===== src/drp_map.vh =====
// constants for the display ram address pointer block
`ifndef DRP_MAP_VH
`define DRP_MAP_VH

// avalon byte offsets
`define DRP_OFS_CMD 4'h0
`define DRP_OFS_DATA 4'h4
`define DRP_OFS_PTR 4'h8
`define DRP_OFS_SET 4'hc

// addressing mode field encodings
`define DRP_MODE_PAGE 4'h2
`define DRP_MODE_VERT 4'h1
`define DRP_MODE_HORZ 4'h9

// buffer entry kinds
`define DRP_OP_CMD 2'h0
`define DRP_OP_WR 2'h1
`define DRP_OP_RD 2'h2

// command bytes
`define DRP_CMD_MODE 8'h20
`define DRP_CMD_LINE 8'h21
`define DRP_CMD_PAGEWIN 8'h22
`define DRP_CMD_CONTRAST 8'h81
`define DRP_CMD_REMAP0 8'ha0
`define DRP_CMD_REMAP1 8'ha1
`define DRP_CMD_RAMSHOW 8'ha4
`define DRP_CMD_ALLON 8'ha5

// reset values
`define DRP_RST_CONTRAST 8'h7f
`define DRP_RST_LINE_END 7'h7f
`define DRP_RST_PAGE_END 3'h7

// status field positions in the pointer register
`define DRP_PTR_COL_LSB 0
`define DRP_PTR_ROW_LSB 8
`define DRP_PTR_PAGE_LSB 16
`define DRP_PTR_MODE_LSB 24

`endif


===== src/drp_buf.v =====
// two-entry buffer between the register bus and the command interpreter
`timescale 1ns/1ps
`default_nettype none

module drp_buf #(
  parameter WIDTH = 10,
  parameter DEPTH = 2,
  parameter AW = 1
) (
  // clock and reset
  input wire ref_clk_i,
  input wire resetn_i,
  // filling side
  input wire in_valid_i,
  output wire in_ready_o,
  input wire [WIDTH-1:0] in_data_i,
  // draining side
  output wire out_valid_o,
  input wire out_ready_i,
  output wire [WIDTH-1:0] out_data_o
);

  reg [WIDTH-1:0] mem_ff [0:DEPTH-1]; // storage words
  reg [AW-1:0] wr_ptr_ff; // next slot to fill
  reg [AW-1:0] rd_ptr_ff; // oldest slot
  reg [AW:0] count_ff; // words held
  wire push; // word taken in
  wire pop; // word handed on

  assign in_ready_o = (count_ff != DEPTH[AW:0]);
  assign out_valid_o = (count_ff != {(AW+1){1'b0}});
  assign out_data_o = mem_ff[rd_ptr_ff];
  assign push = in_valid_i & in_ready_o;
  assign pop = out_valid_o & out_ready_i;

  // pointer and count update; a full buffer stalls the source
  always @(posedge ref_clk_i) begin
    if (!resetn_i) begin
      wr_ptr_ff <= {AW{1'b0}};
      rd_ptr_ff <= {AW{1'b0}};
      count_ff <= {(AW+1){1'b0}};
    end else begin
      if (push) begin
        wr_ptr_ff <= (wr_ptr_ff == DEPTH[AW-1:0] - 1'b1) ? {AW{1'b0}} : wr_ptr_ff + 1'b1;
      end
      if (pop) begin
        rd_ptr_ff <= (rd_ptr_ff == DEPTH[AW-1:0] - 1'b1) ? {AW{1'b0}} : rd_ptr_ff + 1'b1;
      end
      if (push && !pop) begin
        count_ff <= count_ff + 1'b1;
      end else if (pop && !push) begin
        count_ff <= count_ff - 1'b1;
      end
    end
  end

  // storage write, no reset needed for data words
  always @(posedge ref_clk_i) begin
    if (push) begin
      mem_ff[wr_ptr_ff] <= in_data_i;
    end
  end

endmodule

`default_nettype wire


===== src/drp_top.v =====
// display ram address pointer, command interpreter and avalon slave
//
// The placing of the registers and the Avalon-MM register port were chosen for this implementation.
`timescale 1ns/1ps
`default_nettype none
`include "drp_map.vh"

////////////////////////////////////////////////////////////////////////////////
// How it works
// - page mode: column plus one, page held
// - page mode start: b0h page, nibble commands
// - column pointer is high nibble over low
// - vertical wrap: page steps, wraps, row steps
// - vertical wrap: both at end reload both
// - horizontal wrap: column steps on writes, then page
// - horizontal wrap: both at end reload both
// - 21h stores line window, loads line pointer in wrap modes
// - 22h stores page window, loads page pointer
// - wrap-mode steps stay in the window; b0h and nibble commands can set it outside
// - 40h-7fh set display start line
// - 81h plus byte sets contrast
// - a0h/a1h remap applies to later writes except in vertical mode
// - a5h forces all pixels, a4h restores
// - 20h plus field picks addressing mode
module drp_top (
  // clock and reset
  input wire ref_clk_i,
  input wire resetn_i,
  // avalon-mm slave
  input wire [3:0] avs_address_i,
  input wire avs_read_i,
  input wire avs_write_i,
  input wire [31:0] avs_writedata_i,
  input wire [3:0] avs_byteenable_i,
  output reg [31:0] avs_readdata_o,
  output reg avs_waitrequest_o,
  // display ram access port
  output reg ram_req_o,
  output reg ram_we_o,
  output reg [2:0] ram_page_o,
  output reg [6:0] ram_line_o,
  output reg [7:0] ram_wdata_o,
  input wire ram_ready_i,
  input wire [7:0] ram_rdata_i,
  // display settings
  output reg [5:0] start_line_o,
  output reg [7:0] contrast_o,
  output reg seg_remap_o,
  output reg entire_on_o
);

  // interpreter states, one-hot
  localparam [7:0] ST_IDLE = 8'h01;
  localparam [7:0] ST_MODE = 8'h02;
  localparam [7:0] ST_LS = 8'h04;
  localparam [7:0] ST_LE = 8'h08;
  localparam [7:0] ST_PS = 8'h10;
  localparam [7:0] ST_PE = 8'h20;
  localparam [7:0] ST_CON = 8'h40;
  localparam [7:0] ST_SKIP = 8'h80;

  ////////////////////////////////////////////////////////////////////////////
  // bus slave and buffer
  wire bus_req; // any request present
  wire bus_take; // request completes at this edge
  wire is_cmd; // command offset
  wire is_data; // data offset
  wire push_valid; // entry offered to buffer
  wire [9:0] push_data; // {op, byte}
  wire buf_in_ready; // buffer has room
  wire buf_out_valid; // entry waiting
  wire [9:0] buf_out_data; // oldest entry
  wire buf_pop; // interpreter takes entry
  reg [7:0] rd_latch_ff; // last byte read from ram

  assign bus_req = avs_read_i | avs_write_i;
  assign bus_take = bus_req & ~avs_waitrequest_o;
  assign is_cmd = (avs_address_i == `DRP_OFS_CMD);
  assign is_data = (avs_address_i == `DRP_OFS_DATA);
  // only command and data accesses enter the buffer
  assign push_valid = bus_take & ((avs_write_i & avs_byteenable_i[0] & (is_cmd | is_data))
                      | (avs_read_i & is_data));
  assign push_data = {avs_read_i ? `DRP_OP_RD : (is_cmd ? `DRP_OP_CMD : `DRP_OP_WR),
                      avs_writedata_i[7:0]};

  drp_buf #(
    .WIDTH(10),
    .DEPTH(2),
    .AW(1)
  ) u_buf (
    .ref_clk_i(ref_clk_i),
    .resetn_i(resetn_i),
    .in_valid_i(push_valid),
    .in_ready_o(buf_in_ready),
    .in_data_i(push_data),
    .out_valid_o(buf_out_valid),
    .out_ready_i(buf_pop),
    .out_data_o(buf_out_data)
  );

  ////////////////////////////////////////////////////////////////////////////
  // pointer state
  reg [7:0] state_ff; // interpreter state
  reg [3:0] mode_ff; // addressing mode field
  reg [6:0] col_ff; // column pointer
  reg [6:0] row_ff; // row pointer
  reg [2:0] page_ff; // page pointer
  reg [6:0] line_start_ff; // line window start
  reg [6:0] line_end_ff; // line window end
  reg [2:0] page_start_ff; // page window start
  reg [2:0] page_end_ff; // page window end

  // wrap within a window; >= keeps a stray pointer from running away
  function [6:0] step_line;
    input [6:0] cur;
    input [6:0] lo;
    input [6:0] hi;
    begin
      step_line = (cur >= hi) ? lo : cur + 7'h01;
    end
  endfunction

  // same for the 3-bit page pointer
  function [2:0] step_page;
    input [2:0] cur;
    input [2:0] lo;
    input [2:0] hi;
    begin
      step_page = (cur >= hi) ? lo : cur + 3'h1;
    end
  endfunction

  // bus answer: one wait cycle, then ack when the buffer has room
  always @(posedge ref_clk_i) begin
    if (!resetn_i) begin
      avs_waitrequest_o <= 1'b1;
      avs_readdata_o <= 32'h0000_0000;
    end else if (bus_req && avs_waitrequest_o) begin
      // data accesses and command writes wait for room, byte 0 enabled or not; others answer at once
      if (buf_in_ready || !(is_data || (is_cmd && avs_write_i))) begin
        avs_waitrequest_o <= 1'b0;
      end
      case (avs_address_i)
        `DRP_OFS_DATA: avs_readdata_o <= {24'h00_0000, rd_latch_ff};
        `DRP_OFS_PTR: avs_readdata_o <= {4'h0, mode_ff, 5'h00, page_ff,
                                         1'b0, row_ff, 1'b0, col_ff};
        `DRP_OFS_SET: avs_readdata_o <= {6'h00, buf_out_valid, ram_req_o,
                                         6'h00, entire_on_o, seg_remap_o,
                                         2'h0, start_line_o, contrast_o};
        default: avs_readdata_o <= 32'h0000_0000;
      endcase
    end else begin
      avs_waitrequest_o <= 1'b1;
    end
  end

  ////////////////////////////////////////////////////////////////////////////
  // interpreter
  wire [1:0] op; // entry kind
  wire [7:0] byte_v; // entry byte
  wire horz; // horizontal wrap mode active
  wire vert; // vertical wrap mode active
  wire [6:0] map_col; // column after segment remap

  assign op = buf_out_data[9:8];
  assign byte_v = buf_out_data[7:0];
  assign horz = (mode_ff == `DRP_MODE_HORZ);
  assign vert = (mode_ff == `DRP_MODE_VERT);
  // ram busy stalls the buffer so no word is lost
  assign buf_pop = buf_out_valid & ~ram_req_o;
  // remap mirrors the column only for accesses issued from now on
  assign map_col = seg_remap_o ? (7'h7f - col_ff) : col_ff;

  // ram request handshake and read capture
  always @(posedge ref_clk_i) begin
    if (!resetn_i) begin
      ram_req_o <= 1'b0;
      ram_we_o <= 1'b0;
      ram_page_o <= 3'h0;
      ram_line_o <= 7'h00;
      ram_wdata_o <= 8'h00;
      rd_latch_ff <= 8'h00;
    end else if (ram_req_o) begin
      if (ram_ready_i) begin
        ram_req_o <= 1'b0;
        if (!ram_we_o) begin
          rd_latch_ff <= ram_rdata_i;
        end
      end
    end else if (buf_pop && op != `DRP_OP_CMD) begin
      ram_req_o <= 1'b1;
      ram_we_o <= (op == `DRP_OP_WR);
      ram_page_o <= page_ff;
      ram_line_o <= vert ? row_ff : map_col;
      ram_wdata_o <= byte_v;
    end
  end

  // command decode and pointer movement
  always @(posedge ref_clk_i) begin
    if (!resetn_i) begin
      state_ff <= ST_IDLE;
      mode_ff <= `DRP_MODE_PAGE;
      col_ff <= 7'h00;
      row_ff <= 7'h00;
      page_ff <= 3'h0;
      line_start_ff <= 7'h00;
      line_end_ff <= `DRP_RST_LINE_END;
      page_start_ff <= 3'h0;
      page_end_ff <= `DRP_RST_PAGE_END;
      start_line_o <= 6'h00;
      contrast_o <= `DRP_RST_CONTRAST;
      seg_remap_o <= 1'b0;
      entire_on_o <= 1'b0;
    end else if (buf_pop && op != `DRP_OP_CMD) begin
      // data access: advance pointers
      if (vert) begin
        if (page_ff >= page_end_ff) begin
          page_ff <= page_start_ff;
          row_ff <= step_line(row_ff, line_start_ff, line_end_ff);
        end else begin
          page_ff <= page_ff + 3'h1;
        end
      end else if (horz) begin
        // only writes step the pointer in this mode
        if (op == `DRP_OP_WR) begin
          if (col_ff >= line_end_ff) begin
            col_ff <= line_start_ff;
            page_ff <= step_page(page_ff, page_start_ff, page_end_ff);
          end else begin
            col_ff <= col_ff + 7'h01;
          end
        end
      end else begin
        col_ff <= col_ff + 7'h01;
      end
    end else if (buf_pop) begin
      case (state_ff)
        ST_IDLE: begin
          if (byte_v[7:4] == 4'h0) begin
            col_ff[3:0] <= byte_v[3:0];
          end else if (byte_v[7:3] == 5'b00010) begin
            col_ff[6:4] <= byte_v[2:0];
          end else if (byte_v[7:6] == 2'b01) begin
            start_line_o <= byte_v[5:0];
          end else if (byte_v[7:3] == 5'b10110) begin
            page_ff <= byte_v[2:0];
          end else begin
            case (byte_v)
              `DRP_CMD_MODE: state_ff <= ST_MODE;
              `DRP_CMD_LINE: state_ff <= ST_LS;
              `DRP_CMD_PAGEWIN: state_ff <= ST_PS;
              `DRP_CMD_CONTRAST: state_ff <= ST_CON;
              `DRP_CMD_REMAP0: seg_remap_o <= 1'b0;
              `DRP_CMD_REMAP1: seg_remap_o <= 1'b1;
              `DRP_CMD_RAMSHOW: entire_on_o <= 1'b0;
              `DRP_CMD_ALLON: entire_on_o <= 1'b1;
              // other two-byte commands: swallow their argument
              8'h8d, 8'ha8, 8'had, 8'hd3, 8'hd5, 8'hd9, 8'hda, 8'hdb, 8'hfd: begin
                state_ff <= ST_SKIP;
              end
              default: state_ff <= ST_IDLE;
            endcase
          end
        end
        ST_MODE: begin
          // unknown field values leave the mode alone
          if (byte_v[3:0] == `DRP_MODE_PAGE || byte_v[3:0] == `DRP_MODE_VERT ||
              byte_v[3:0] == `DRP_MODE_HORZ) begin
            mode_ff <= byte_v[3:0];
          end
          state_ff <= ST_IDLE;
        end
        ST_LS: begin
          line_start_ff <= byte_v[6:0];
          if (vert) begin
            row_ff <= byte_v[6:0];
          end else if (horz) begin
            col_ff <= byte_v[6:0];
          end
          state_ff <= ST_LE;
        end
        ST_LE: begin
          line_end_ff <= byte_v[6:0];
          state_ff <= ST_IDLE;
        end
        ST_PS: begin
          page_start_ff <= byte_v[2:0];
          page_ff <= byte_v[2:0];
          state_ff <= ST_PE;
        end
        ST_PE: begin
          page_end_ff <= byte_v[2:0];
          state_ff <= ST_IDLE;
        end
        ST_CON: begin
          contrast_o <= byte_v;
          state_ff <= ST_IDLE;
        end
        ST_SKIP: state_ff <= ST_IDLE;
        default: state_ff <= ST_IDLE;
      endcase
    end
  end

endmodule

`default_nettype wire

===== config.mk =====
export PLATFORM = sky130hd
export DESIGN_NAME = drp_top
export DESIGN_NICKNAME = d
export VERILOG_FILES = /design/src/drp_buf.v /design/src/drp_top.v
export VERILOG_INCLUDE_DIRS = /design/src /design/src/src
export SDC_FILE = /design/constraint.sdc
export NUM_CORES = 1
export LEC_CHECK = 0
export ABC_AREA = 1
export BUFFER_PORTS_ARGS = -buffer_cell sky130_fd_sc_hd__buf_2
export CORE_UTILIZATION = 55
export CTS_CLUSTER_SIZE = 24
export DETAILED_ROUTE_END_ITERATION = 8
export PLACE_DENSITY = 0.78
export SKIP_LAST_GASP = 1
export SYNTH_ARGS = -nofsm -noshare
export SYNTH_HDL_FRONTEND = slang
export SYNTH_HIERARCHICAL = 1
export SYNTH_SLANG_ARGS = --single-unit

===== constraint.sdc =====
create_clock -name ref_clk_i -period 3.3 [get_ports ref_clk_i]
set_input_delay 0.99 -clock ref_clk_i [delete_from_list [all_inputs] [get_ports ref_clk_i]]
set_output_delay 0.99 -clock ref_clk_i [all_outputs]
set_load 0.01 [all_outputs]

======== Word level (Yosys, flattened, before mapping) ========
Memory sizes are Yosys's and may differ from the RTL's. A register that Yosys moved wholly into a read port is not among the register bits.
Index checks and enable logic that the tools add are counted.
operators by class
  add/subtract/negate cells ............... 8
  $lt $le $gt $ge ......................... 3
  equality and inequality tests ........... 58
  mux-type cells .......................... 55
  bitwise gates (word level) .............. 19
  reductions and logical operators ........ 42
operators with widths
  kind                   number
  $mux W7                17
  $eq A8 B8 Y1 const B   14
  $pmux W28 S3           1
  $pmux W8 S6            1
  $mux W3                13
  $eq A8 B6 Y1 const B   4
  $mux W8                4
  $ne A3 B3 Y1 const B   8
  $pmux W8 S3            1
  $reduce_and A8 Y1      3
  $ne A2 B2 Y1 const B   10
  $reduce_and A3 Y1      6
  $eq A4 B4 Y1 const B   4
  $add A7 B1 Y7 const B  2
  $ge A7 B7 Y1           2
  $pmux W7 S2            1
  $reduce_and A7 Y1      2
  $reduce_bool A2 Y1     7
  $mux W1                10
  $ne A3 B2 Y1 const B   3
  $reduce_and A9 Y1      1
  $reduce_or A9 Y1       1
  $and A1 B1 Y1          8
  $eq A4 B1 Y1 const B   2
  34 further kinds       60
word-level totals
  register bits ........................... 130
  bits in writable memories ............... 20
  bits of input ports ..................... 53
  output and inout bits ................... 69
  logic and storage cells ................. 211
  memories ................................ 1
memories
  name          depth  bits a word  read ports  clocked after Yosys merged registers in  wr ports  RTL line      source
  u_buf.mem_ff  2      10           1           1                                        1         drp_buf.v:23  reg [WIDTH-1:0] mem_ff [0:DEPTH-1];

======== Logic depth before layout (Yosys ltp) ========
Gate-level depths: netlist of the first run.
  word-level depth ........................ 10
  mapped depth ............................ 14
  depth with buffers taken out ............ 14

======== By module ========
Netlist of the first run, hierarchy kept.
by module, submodules not included
  module   times used  cells an instance  area each (um^2)  sequential area each (um^2)
  drp_top  1           946                6351.1            2322.2
  drp_buf  1           68                 980.9             700.7

======== Worst setup path after synthesis of the first run ========
OpenSTA, ideal clock, no wires.
  kind .................................... input -> register
  from .................................... in avs_address_i[1]
  to ...................................... mem u_buf.mem_ff[1][0] (enable)
  library setup time ...................... 0.376 ns
  arrival ................................. 2.390 ns
  data required time ...................... 2.924 ns
  path slack .............................. 0.534 ns
  stages on the path ...................... 7
  buffers on the path ..................... 0
  cell sequence ........................... nor2_2 nand3_1 inv_1 nand2_1 a211oi_1 nand2_4 nor2_1
on the way
  word-level cells in the longest chain between the ends .. 8
  elaborated cells between the ends (all ways) .. 10
  classes of those cells .................. eq/ne: 1; mux: 2; bitwise: 6; reduce/logical: 1
ends and longest elaborated chain
  item                                                     RTL line      source
  start: declaration                                       drp_top.v:30  input wire [3:0] avs_address_i,
  $eq A4 B3 Y1 / $logic_not A4 Y1 (equally long branches)  n/a
  $or A1 B1 Y1                                             drp_top.v:81  assign push_valid = bus_take & ((avs_write_i & avs_byteenable_i[0] & (is_cmd | is_data))
  $and A1 B1 Y1                                            drp_top.v:81
  $or A1 B1 Y1 *                                           drp_top.v:82  | (avs_read_i & is_data));
  $and A1 B1 Y1 *                                          drp_top.v:81
  named net push_valid                                     drp_top.v:68  wire push_valid;
  $and A1 B1 Y1 *                                          drp_buf.v:33  assign push = in_valid_i & in_ready_o;
  $mux W1 *                                                drp_buf.v:59  if (push) begin
  $mux W1 (not written as such) *                          drp_buf.v:60  mem_ff[wr_ptr_ff] <= in_data_i;
  end: declaration                                         drp_buf.v:23
Mark *: on every way through the listed nets, which the timed path passes. The rest lies on a longest branch.

======== Worst setup path in the final report of the first run ========
  from .................................... in avs_address_i[1]
  to ...................................... reg u_buf.count_ff[0]
on the way
  word-level cells in the longest chain between the ends .. 9
  elaborated cells between the ends (all ways) .. 13
  classes of those cells .................. eq/ne: 1; mux: 1; bitwise: 6; reduce/logical: 5
ends and longest elaborated chain
  item                                                     RTL line      source
  $eq A4 B3 Y1 / $logic_not A4 Y1 (equally long branches)  n/a
  $or A1 B1 Y1                                             drp_top.v:81
  $and A1 B1 Y1                                            drp_top.v:81
  $or A1 B1 Y1 *                                           drp_top.v:82
  $and A1 B1 Y1 *                                          drp_top.v:81
  named net push_valid                                     drp_top.v:68
  $and A1 B1 Y1 *                                          drp_buf.v:33
  named net u_buf.push                                     drp_buf.v:27  wire push;
  $logic_not A1 Y1                                         drp_buf.v:51  end else if (pop && !push) begin
  $logic_and A1 B1 Y1                                      drp_buf.v:51
  $reduce_bool A2 Y1 (no line)                             n/a
  end signal: assignment                                   drp_buf.v:41  count_ff <= {(AW+1){1'b0}};
  end signal: assignment                                   drp_buf.v:50  count_ff <= count_ff + 1'b1;
  end signal: assignment                                   drp_buf.v:52  count_ff <= count_ff - 1'b1;
  end: declaration                                         drp_buf.v:26  reg [AW:0] count_ff;
Marks and branches as above.
A chain may end at the register's enable or synchronous reset.

==> results by group, run 1 <==
Power and ir drop
  – PwrDens: 459.5 nW/um2
  – Clock network fraction of design power: 50.8%
  – Share of power burned in registers: 45.3%
  – Sw Pwr: 835.4 uW
  – Total power: 3.881 mW
  – Sw Share: 21.52%
  – Leak Pwr: 3.828 nW
  – Internal cell power: 3.046 mW
  – Logic gate share of total power: 3.9%
  – Max VDD drop: 0.4011 mV

GRT
  – Global-route wire length before repair: 32,350 um
  – Pin count of the biggest net entering global routing: 86
  – Initial antenna violation count: 0
  – Vias in the first global route: 6,418
  – Total GRT Usage: 29.64%
  – GR Overflow Total: 0

Critical path
  – Crit Path Category: in2reg
  – Startpoint types: input port
  – Reg2reg setup slack: 0.83 ns
  – Critical Path RT: 3.65 ns
  – R2R cell count: 11
  – CP max FO: 7
  – Terminus of the critical flop-to-flop path: col_ff[2]$_SDFFE_PN0P_
  – Critical path arrival: 2.88 ns
  – Worst Setup End Kind: flip-flop

Final layout
  – Layout Cells excl Fill: 1,275
  – Fillers: 1,175
  – Layout cell share with drive strength beyond 1: 15.78%
  – FF/Latch Area: 3023 um2
  – Fin nets: 1,165
  – Diodes inserted: 0
  – Commonest cells after routing, fill and taps aside: nand2_1 (246), nor2_1 (126), dfxtp_1 (121)
  – Area occupied by multi-input gates: 3692 um2
  – Commonest non-fill, non-tap cell in the layout: nand2_1
  – Core Util, Final: 65.86%
  – Layout area overhead: 15.20%
  – Final instance area: 8447 um2

Clock network
  – Insertion delay to the later sink of the worst-skew pair: 0.42 ns
  – CTS max path bufs: 2
  – Post-cts resize count: 0
  – Clock sinks: 141
  – CTS tree: built
  – CTS buffer count: 17
  – CTS H-tree lvls: 4
  – Root Driver: clkbuf_16
  – Post-CTS Hold Buffers: 0
  – Post-CTS setup buffers: 0
  – Clock transition at path regs: 0.06 ns

Timing
  – Max Clock Freq: 395.8 MHz
  – Final hold viol count: 0
  – RSZ-0062 raised after global routing: no
  – Setup ws final: 0.7735 ns
  – Worst Tran Pin Value: 0.7484 ns
  – Worst rel slew slack: 50.05%
  – Worst clock skew: 0.009146 ns
  – Final period utilization: 76.56%
  – Hold_ws: 0.4562 ns
  – # setup viols final: 0
  – Setup TNS: 0 ns
  – Slew Viols, Final: 0
  – Final min period: 2.526 ns

Yosys
  – Cell taking the most area after synthesis: dfxtp_1
  – Post-synth ARST share: 0%
  – Synth warn: 6
  – Syn Area/Cell: 7.231 um2
  – Top_reg_cell synth: dfxtp_1
  – Number of synthesized flops with an enable pin: 20
  – Largest cells by area after synthesis: dfxtp_1 (33%), nand2_1 (13%), edfxtp_1 (8.2%)
  – Synthesized instance count: 1,014
  – Synthesized flop and latch total: 141
  – Post-Synthesis Cell Area: 7332 um2
  – Seq/Total Area, Yosys: 41.23%
  – Synth cell types: 43
  – Area share of the largest cell type after synthesis: 33.04%

Floorplanning
  – Row count: 41
  – Height of the die: 117.5 um
  – Chip Width: 117.5 um
  – Initial core utilization: 57.17%
  – I/O pin total: 122
  – Die footprint: 13,800 um2
  – Core area: 12,820 um2

Detailed routing
  – Initial DRC count: 690
  – ANT nets after route: 0
  – Wire per inst: 15.66 um
  – Vias: 7,082
  – DRC: 0
  – WL final: 19,970 um
  – Drt via density: 5.555
  – Pre-Repair DR Iteration Count: 6

Outcome
  – Outcome: finished, final reports clean

Placed design
  – Placed cell area: 7838 um2
  – Routability Congestion: 0.9598
  – Placement Setup Slack: 0.3461 ns
  – HPWL after detailed placement: 14,060 um
  – Port bufs: 84
  – Placed cells: 1,244

Hold path
  – Hold path depth: 2
  – Worst min path class: reg2reg
  – Hold Path End: page_start_ff[1]$_SDFFE_PN0P_
  – Hold_sp: page_start_ff[1]$_SDFFE_PN0P_

Job
  – Max-cap viol count: 0
[routing by layer]
metal,vias up,part of all wire [%],wire length [um],track usage (%)
met1,3275,43,8536,38.95
met5,-,0,0,0
li1,3482,-,-,-
met3,33,8.0,1604,6.153
met2,292,47,9448,48.67
met4,0,1.9,375,9.535
[power by group through the flow]
stage / clock, mW / combinational, mW / sequential (mW)
2_1_floorplan: 0 / 0.102 / 1.80
3_3_place_gp: 0 / 0.147 / 1.79
3_5_place_dp: 0 / 0.149 / 1.79
4_1_cts: 1.99 / 0.150 / 1.76
5_1_grt: 2.07 / 0.168 / 1.76
6_report: 1.97 / 0.153 / 1.76
[area by class of cell]
class                           instances  share of cell area, %
Clock buffer                           22                  5.629
Inverter                              104                  4.636
Timing Repair Buffer                   95                  6.103
Clock inverter                          9                  1.585
Multi-Input combinational cell        732                  43.71
Tap cell                              172                  2.548
Sequential cell                       141                  35.79
[how the worst max path moves through the flow]
stage,startpoint,endpoint
6_report,avs_address_i[1],u_buf/count_ff[0]$_SDFFE_PN0P_
2_1_floorplan,avs_address_i[1],u_buf/mem_ff[1][0]$_DFFE_PP_
3_3_place_gp,avs_address_i[1],u_buf/count_ff[1]$_SDFFE_PN0P_
4_1_cts,avs_address_i[1],u_buf/count_ff[1]$_SDFFE_PN0P_
3_5_place_dp,avs_address_i[1],u_buf/count_ff[1]$_SDFFE_PN0P_
5_1_grt,flip-flop,col_ff[1]$_SDFFE_PN0P_
[Yosys cell counts (2+ instances only)]
| cell | instances |
|---|---|
| nand3_1 | 54 |
| xnor2_1 | 2 |
| mux2_2 | 10 |
| nand3b_1 | 3 |
| nand2_4 | 3 |
| nor3_1 | 7 |
| nor2_4 | 7 |
| nand2_1 | 246 |
| inv_1 | 90 |
| o211ai_1 | 27 |
| nand4_1 | 14 |
| buf_2 | 9 |
| o22ai_1 | 5 |
| nand2_2 | 7 |
| buf_4 | 14 |
| a21oi_1 | 82 |
| buf_1 | 3 |
| buf_6 | 3 |
| clkinv_1 | 3 |
| dfxtp_1 | 121 |
| clkbuf_1 | 17 |
| o221ai_1 | 2 |
| inv_2 | 10 |
| nand3_2 | 2 |
| ha_1 | 21 |
| o21ai_1 | 2 |
| edfxtp_1 | 20 |
| a31oi_1 | 8 |
| xor2_1 | 6 |
| nor2_2 | 7 |
| o21ai_0 | 72 |
| nor2_1 | 126 |
[worst max-delay path, stage by stage]
cell and delay (ns):
buf_2 0.10, nor2_2 0.20, nand3_1 0.19, inv_1 0.22, nand2_1 0.07, a211oi_1 0.35
nand2_4 0.10, clkinv_2 0.07, ha_1 0.22, inv_1 0.12, o21ai_0 0.12, a21oi_1 0.14
[registers in the layout (all words and copies together), names as in the netlist, 4 cells and up, named ones only]
register and flops:
ram_line_o 7, ram_wdata_o 8, start_line_o 6, state_ff 8
row_ff 7, col_ff 7, u_buf/mem_ff 20, mode_ff 4
line_end_ff 7, avs_readdata_o 22, rd_latch_ff 8, line_start_ff 7
contrast_o 8
[kinds of logic after synthesis]
family,Yosys count,synth area share [%]
buf+inv,150,8.874
fa+ha+maj,21,3.584
simple gates,479,28.16
xor+xnor,8,0.9557
mux,10,1.536
flops,141,41.23
compound gates,204,15.61
other cells,1,0.05115
Note: power is estimated with default switching activity, not from simulation.
==> run 2: changes to the inputs <==
- CORE_UTILIZATION: 55 -> 51
- PLACE_DENSITY: 0.78 -> 0.76
- clock period: 3.3 -> 2.2 ns (I/O delays scaled with it)
==> results by group, run 2 (synthesis gave the netlist of run 1 again) <==
Final layout
  – Top reg by flops: avs_readdata_o
  – Commonest non-fill, non-tap cell in the layout: nand2_1
  – Area occupied by multi-input gates: 3727 um2 (+0.95%)
  – FF/Latch Area: 3024 um2 (about the same)
  – Fillers: 1,216 (+3.5%)
  – Fin nets: 1,201 (+3.1%)
  – Commonest cells after routing, fill and taps aside: nand2_1 (246), nor2_1 (121), dfxtp_1 (120)
  – Layout cell share with drive strength beyond 1: 19.47% (+3.7 points)
  – Regs by FF count: avs_readdata_o (22), u_buf/mem_ff (20)
  – Largest register FFs: 22 (unchanged)
  – Diodes inserted: 0 (unchanged)
  – Layout area overhead: 19.91%

Critical path
  – Terminus of the critical flop-to-flop path: state_ff[3]$_SDFFE_PN0P_
  – CP max FO: 10 (+3)
  – Critical Path RT: 2.51 ns (-1.14 ns)
  – Reg2reg setup slack: 0.11 ns (-0.72 ns)
  – Critical path arrival: 2.40 ns (-0.48 ns)
  – R2R cell count: 9 (-2)
  – Startpoint types: flip-flop
  – Worst Setup End Kind: flip-flop
  – Crit Path Category: reg2reg
  – Cell family with most CP delay: simple AND/OR/NAND/NOR gates
  – Cells along the critical path: buf_6 > mux2_2 > clkinvlp_4 > o211ai_1 > nand3_1 > nand2_1 > nand2_2 > o21ai_0 > nor2_1
  – Worst path max stage delay: 0.33 ns (-0.02 ns)
  – CP Buf/Inv Count: 2 (-2)
  – Slowest-stage cell, CP: dfxtp_2

Floorplanning
  – I/O pin total: 122 (unchanged)
  – Chip Width: 121.9 um (+3.8%)
  – Die footprint: 14,860 um2 (+7.7%)
  – Initial core utilization: 52.62% (-4.6 points)
  – Core area: 13,930 um2 (+8.7%)
  – Row count: 43 (+4.9%)
  – Height of the die: 121.9 um (+3.8%)

GRT
  – Initial antenna violation count: 0 (unchanged)
  – Global-route wire length before repair: 32,400 um (+0.15%)
  – Vias in the first global route: 6,533 (+1.8%)
  – Total GRT Usage: 28.53% (-1.1 points)
  – GR Overflow Total: 0 (unchanged)
  – Pin count of the biggest net entering global routing: 73 (-15%)

Power and ir drop
  – Max VDD drop: 0.5916 mV (+47%)
  – Logic gate share of total power: 4.3% (+0.4 points)
  – Internal cell power: 4.369 mW (+43%)
  – Sw Share: 23.05% (+1.5 points)
  – Total power: 5.678 mW (+46%)
  – Clock network fraction of design power: 49.3% (-1.5 points)
  – Share of power burned in registers: 46.4% (+1.1 points)
  – PwrDens: 645.8 nW/um2 (+41%)
  – Sw Pwr: 1.309 mW (+57%)
  – Leak Pwr: 4.002 nW (+4.5%)

Clock network
  – CTS max path bufs: 2 (unchanged)
  – Clock sinks: 141 (unchanged)
  – CTS tree: built
  – Root Driver: clkbuf_16
  – CTS H-tree lvls: 4 (unchanged)
  – CTS buffer count: 17 (unchanged)
  – Insertion delay to the later sink of the worst-skew pair: 0.43 ns (about the same)
  – Clock transition at path regs: 0.06 ns (about the same)

Detailed routing
  – Pre-Repair DR Iteration Count: 6 (unchanged)
  – ANT nets after route: 0 (unchanged)
  – Drt via density: 5.406 (-2.7%)
  – Initial DRC count: 631 (-8.6%)
  – Vias: 7,136 (+0.76%)
  – DRC: 0 (unchanged)
  – Wire per inst: 15.35 um (-2.0%)
  – WL final: 20,260 um (+1.5%)

Timing
  – Final period utilization: 95.12%
  – Worst clock skew: 0.009262 ns (+0.0001169 ns)
  – Max Clock Freq: 477.9 MHz
  – Slew Viols, Final: 0 (unchanged)
  – # setup viols final: 0 (unchanged)
  – Final hold viol count: 0 (unchanged)
  – Hold_ws: 0.4201 ns (-0.03605 ns)
  – Setup ws final: 0.1074 ns (-0.6661 ns)
  – Final min period: 2.093 ns

Placed design
  – Port bufs: 84 (unchanged)
  – HPWL after detailed placement: 14,590 um (+3.8%)
  – Routability Congestion: 0.9695 (+1.0%)
  – Placement Setup Slack: -0.03268 ns (-0.3788 ns)

Hold path
  – Hold path depth: 1 (-1)
  – Hold_sp: avs_writedata_i[7]
  – Worst min path class: in2reg
  – Hold Path End: u_buf/mem_ff[0][7]$_DFFE_PP_

Job
  – Max-cap viol count: 0 (unchanged)

Outcome
  – Outcome: finished, final reports clean
[run 2: how the worst max path moves through the flow]
stage                     start                        endpoint  slack (ns)  cells after the start
3_3_place_gp   avs_address_i[1]  u_buf/count_ff[1]$_SDFFE_PN0P_       0.007                     13
4_1_cts               flip-flop          col_ff[2]$_SDFFE_PN0P_        0.04                     12
2_1_floorplan  avs_address_i[1]    u_buf/mem_ff[0][0]$_DFFE_PP_        0.02                      7
5_1_grt               flip-flop        state_ff[7]$_SDFFE_PN0P_       -0.01                     12
6_report              flip-flop        state_ff[3]$_SDFFE_PN0P_        0.11                      9
3_5_place_dp   avs_address_i[1]  u_buf/count_ff[1]$_SDFFE_PN0P_       -0.03                     13
[run 2: power by group through the flow]
stage          Clock, mW  Combinational, mW  Sequential [mW]
2_1_floorplan          0              0.154             2.70
3_3_place_gp           0              0.234             2.69
3_5_place_dp           0              0.238             2.69
4_1_cts             2.82              0.239             2.64
5_1_grt             2.96              0.267             2.64
6_report            2.80              0.244             2.64
[run 2: repair_timing]
item / 4_1_cts / 5_1_grt
gates cloned: 0 / 0
buffers inserted: 0 / 1
gates resized for setup: 1 / 9
pin swaps: 0 / 0
hold buffers: 0 / 0
endpoints found under the setup margin: 2 / 18
[run 2: area by class of cell]
class | count | area share, %
clock buffers | 21 | 5.379
clock inverters | 11 | 1.224
repair buffers | 131 | 9.549
inverters | 104 | 4.497
well taps | 180 | 2.562
flip-flops and latches | 141 | 34.40
multi-input cells | 732 | 42.39
[run 2: metrics by stage]
stage / utilization, % / instances / TNS (ns) / area, um2
2_1_floorplan: - / 1023 / 0 / 7376
3_3_place_gp: 58.63 / 1287 / 0 / 8170
3_5_place_dp: 58.63 / 1287 / -0.05801 / 8170
4_1_cts: 62.83 / 1319 / 0 / 8755
5_1_grt: 63.10 / 1320 / -0.02226 / 8792
6_report: 63.10 / 1320 / 0 / 8792
[run 2: metal layers]
metal	global-route usage (%)	routed length, um
met5	0	0
met4	14.27	725
met3	5.431	1447
met2	45.73	9331
met1	36.58	8757
[run 2: worst register-to-register path, delay by kind of cell (launching register included)]
kind	cells	cell delay, ns
AND/OR/NAND/NOR	4	0.46
AO/OA/AOI/OAI	2	0.45
buffers and inverters	2	0.41
flip-flops	1	0.33
multiplexers	1	0.32
==> run 3: changes to the inputs <==
- CORE_UTILIZATION: 51 -> 53
- CTS_BUF_LIST: unset -> sky130_fd_sc_hd__clkbuf_4
- CTS_CLUSTER_DIAMETER: unset -> 50
- PLACE_DENSITY: 0.76 -> 0.79
- SLEW_MARGIN: unset -> 20
==> results by group, run 3 (synthesis gave the netlist of run 1 again) <==
Outcome
  – Outcome: finished, final reports clean

Power and ir drop
  – Total power: 4.525 mW (-20%)
  – PwrDens: 535.2 nW/um2 (-17%)
  – Max VDD drop: 0.5018 mV (-15%)
  – Leak Pwr: 3.860 nW (-3.5%)

Timing
  – Slew Viols, Final: 0 (unchanged)
  – # setup viols final: 0 (unchanged)
  – Max Clock Freq: 488.6 MHz (+2.2%)
  – Final period utilization: 93.04% (-2.1 points)
  – Hold_ws: 0.2749 ns (-0.1453 ns)
  – Worst clock skew: 0.02360 ns (+0.01434 ns)
  – Setup TNS: 0 ns (unchanged)
  – Final min period: 2.047 ns (-0.04572 ns)
  – Final hold viol count: 0 (unchanged)
  – RSZ-0062 raised after global routing: no

Critical path
  – CP Buf/Inv Count: 1 (-1)
  – CP max FO: 10 (unchanged)
  – Slowest-stage cell, CP: dfxtp_1
  – Worst Setup End Kind: primary output
  – Terminus of the critical flop-to-flop path: col_ff[2]$_SDFFE_PN0P_
  – Cell family with most CP delay: flip-flops
  – Crit Path Category: reg2out
  – Reg2reg setup slack: 0.18 ns (+0.07 ns)
  – Cells along the critical path: buf_2
  – R2R cell count: 12 (+3)
  – Worst path max stage delay: 0.61 ns (+0.28 ns)
  – Critical Path RT: 1.54 ns (-0.97 ns)
  – Startpoint types: flip-flop
  – Critical path arrival: 1.39 ns (-1.01 ns)

Hold path
  – Hold Path End: u_buf/mem_ff[0][1]$_DFFE_PP_
  – Hold_sp: avs_writedata_i[1]
  – Worst min path class: in2reg
  – Hold path depth: 1 (unchanged)

Final layout
  – Largest register FFs: 22 (unchanged)
  – Core Util, Final: 63.34% (+0.24 points)
  – Layout Cells excl Fill: 1,316 (-0.30%)
  – Top reg by flops: avs_readdata_o
  – Fillers: 1,229 (+1.1%)
  – Layout area overhead: 15.31%
  – Layout cell share with drive strength beyond 1: 19.05% (-0.42 points)
  – Commonest cells after routing, fill and taps aside: nand2_1 (246), nor2_1 (122), dfxtp_1 (120)
  – Commonest non-fill, non-tap cell in the layout: nand2_1
  – Regs by FF count: avs_readdata_o (22), u_buf/mem_ff (20)
  – Fin nets: 1,200 (-0.083%)

Placed design
  – Routability Congestion: 0.9746 (+0.53%)
  – HPWL after detailed placement: 14,910 um (+2.2%)
  – Port bufs: 84 (unchanged)
  – Placed cells: 1,283 (-0.31%)

Clock network
  – Root Driver: clkbuf_4
  – CTS buffer count: 17 (unchanged)
  – Clock transition at path regs: 0.12 ns (+0.06 ns)
  – CTS H-tree lvls: 4 (unchanged)
  – CTS tree: built
  – Insertion delay to the later sink of the worst-skew pair: 0.58 ns (+0.15 ns)
  – Clock sinks: 141 (unchanged)
  – CTS max path bufs: 2 (unchanged)
  – Post-CTS Hold Buffers: 0 (unchanged)
  – Post-CTS setup buffers: 0 (unchanged)

Detailed routing
  – Wire per inst: 14.98 um (-2.4%)
  – Initial DRC count: 705 (+12%)
  – WL final: 19,720 um (-2.7%)
  – Pre-Repair DR Iteration Count: 5 (-1)
  – ANT nets after route: 0 (unchanged)
  – DRC: 0 (unchanged)
  – Drt via density: 5.419 (+0.25%)
  – Vias: 7,132 (-0.056%)

GRT
  – Total GRT Usage: 28.40% (-0.13 points)
  – Initial antenna violation count: 1 (+1)
  – GR Overflow Total: 0 (unchanged)
  – Vias in the first global route: 6,635 (+1.6%)
  – Global-route wire length before repair: 31,860 um (-1.7%)
  – Pin count of the biggest net entering global routing: 52 (-29%)

Floorplanning
  – Row count: 42 (-2.3%)
  – I/O pin total: 122 (unchanged)
  – Die footprint: 14,310 um2 (-3.7%)
  – Core area: 13,350 um2 (-4.2%)
  – Initial core utilization: 54.93% (+2.3 points)
  – Height of the die: 119.6 um (-1.9%)
  – Chip Width: 119.6 um (-1.9%)

Job
  – Max-cap viol count: 0 (unchanged)
## run 3: changes by cell type in the layout (fill, tap and decap cells not counted), sizes merged
| cell | previous run | this run |
|---|---|---|
| clkbuf | 21 | 17 |
| clkinvlp | 3 | 2 |
| buf | 131 | 130 |
| diode | 0 | 1 |
| clkinv | 9 | 13 |
| bufinv | 1 | 2 |
## run 3: timing repair
item / CTS / global route
endpoints found under the hold margin: 0 / 0
gates resized for setup: 0 / 4
setup endpoints to repair: 0 / 13
## run 3: area by class of cell
| class | instances | area [um2] | area share (%) |
|---|---|---|---|
| multi-input combinational | 732 | 3712 | 43.91 |
| sequential | 141 | 3024 | 35.77 |
| timing repair buffer | 130 | 828.3 | 9.797 |
| inverter | 104 | 391.6 | 4.632 |
| tap | 176 | 220.2 | 2.605 |
| clock inverter | 15 | 147.6 | 1.746 |
| clock buffer | 17 | 127.6 | 1.510 |
| antenna | 1 | 2.502 | 0.02960 |
## run 3: where the power goes
group	leakage (nW)	total, mW	internal, mW	switching [mW]
Combinational	2.56	0.240	0.0761	0.164
Clock	0.147	1.65	0.668	0.982
Sequential	1.16	2.63	2.62	0.00941
## run 3: worst reg2reg max path, stage by stage (launching register included)
cell,delay [ns]
dfxtp_2,0.39
buf_12,0.13
mux2_2,0.39
nor2_1,0.15
inv_1,0.08
nor2_2,0.14
inv_1,0.08
nand3_1,0.09
nand3_1,0.13
nor2_4,0.14
nand2_1,0.06
nor2_1,0.10
nor2_1,0.05
## run 3: metal layers
layer  share of wire [%]  vias up  routed length (um)  track usage, %
met4                 3.6        0                 717           12.89
met1                  42     3267                8282           35.00
met5                   0        -                   0               0
met2                  46      263                9139           46.86
li1                    -     3555                   -               -
met3                 8.0       47                1578           6.844
## run 3: worst max-delay path by stage
stage,from,endpoint,slack (ns),cells past startpoint
finish,seg_remap_o$_SDFFE_PN0P_,seg_remap_o,0.15,1
global route,flip-flop,col_ff[2]$_SDFFE_PN0P_,0.01,12
CTS,flip-flop,col_ff[2]$_SDFFE_PN0P_,0.08,12
detailed placement,avs_address_i[1],u_buf/count_ff[1]$_SDFFE_PN0P_,-0.02,13
global placement,avs_address_i[1],u_buf/count_ff[1]$_SDFFE_PN0P_,0.01,13
floorplan,avs_address_i[1],u_buf/mem_ff[0][0]$_DFFE_PP_,0.02,7
## run 3: stage by stage
stage	setup WS (ns)	area, um2
6_report	0.1531	8454
5_1_grt	0.01374	8454
4_1_cts	0.07844	8441
3_5_place_dp	-0.01933	8165
3_3_place_gp	0.01122	8165
2_1_floorplan	0.01977	7376
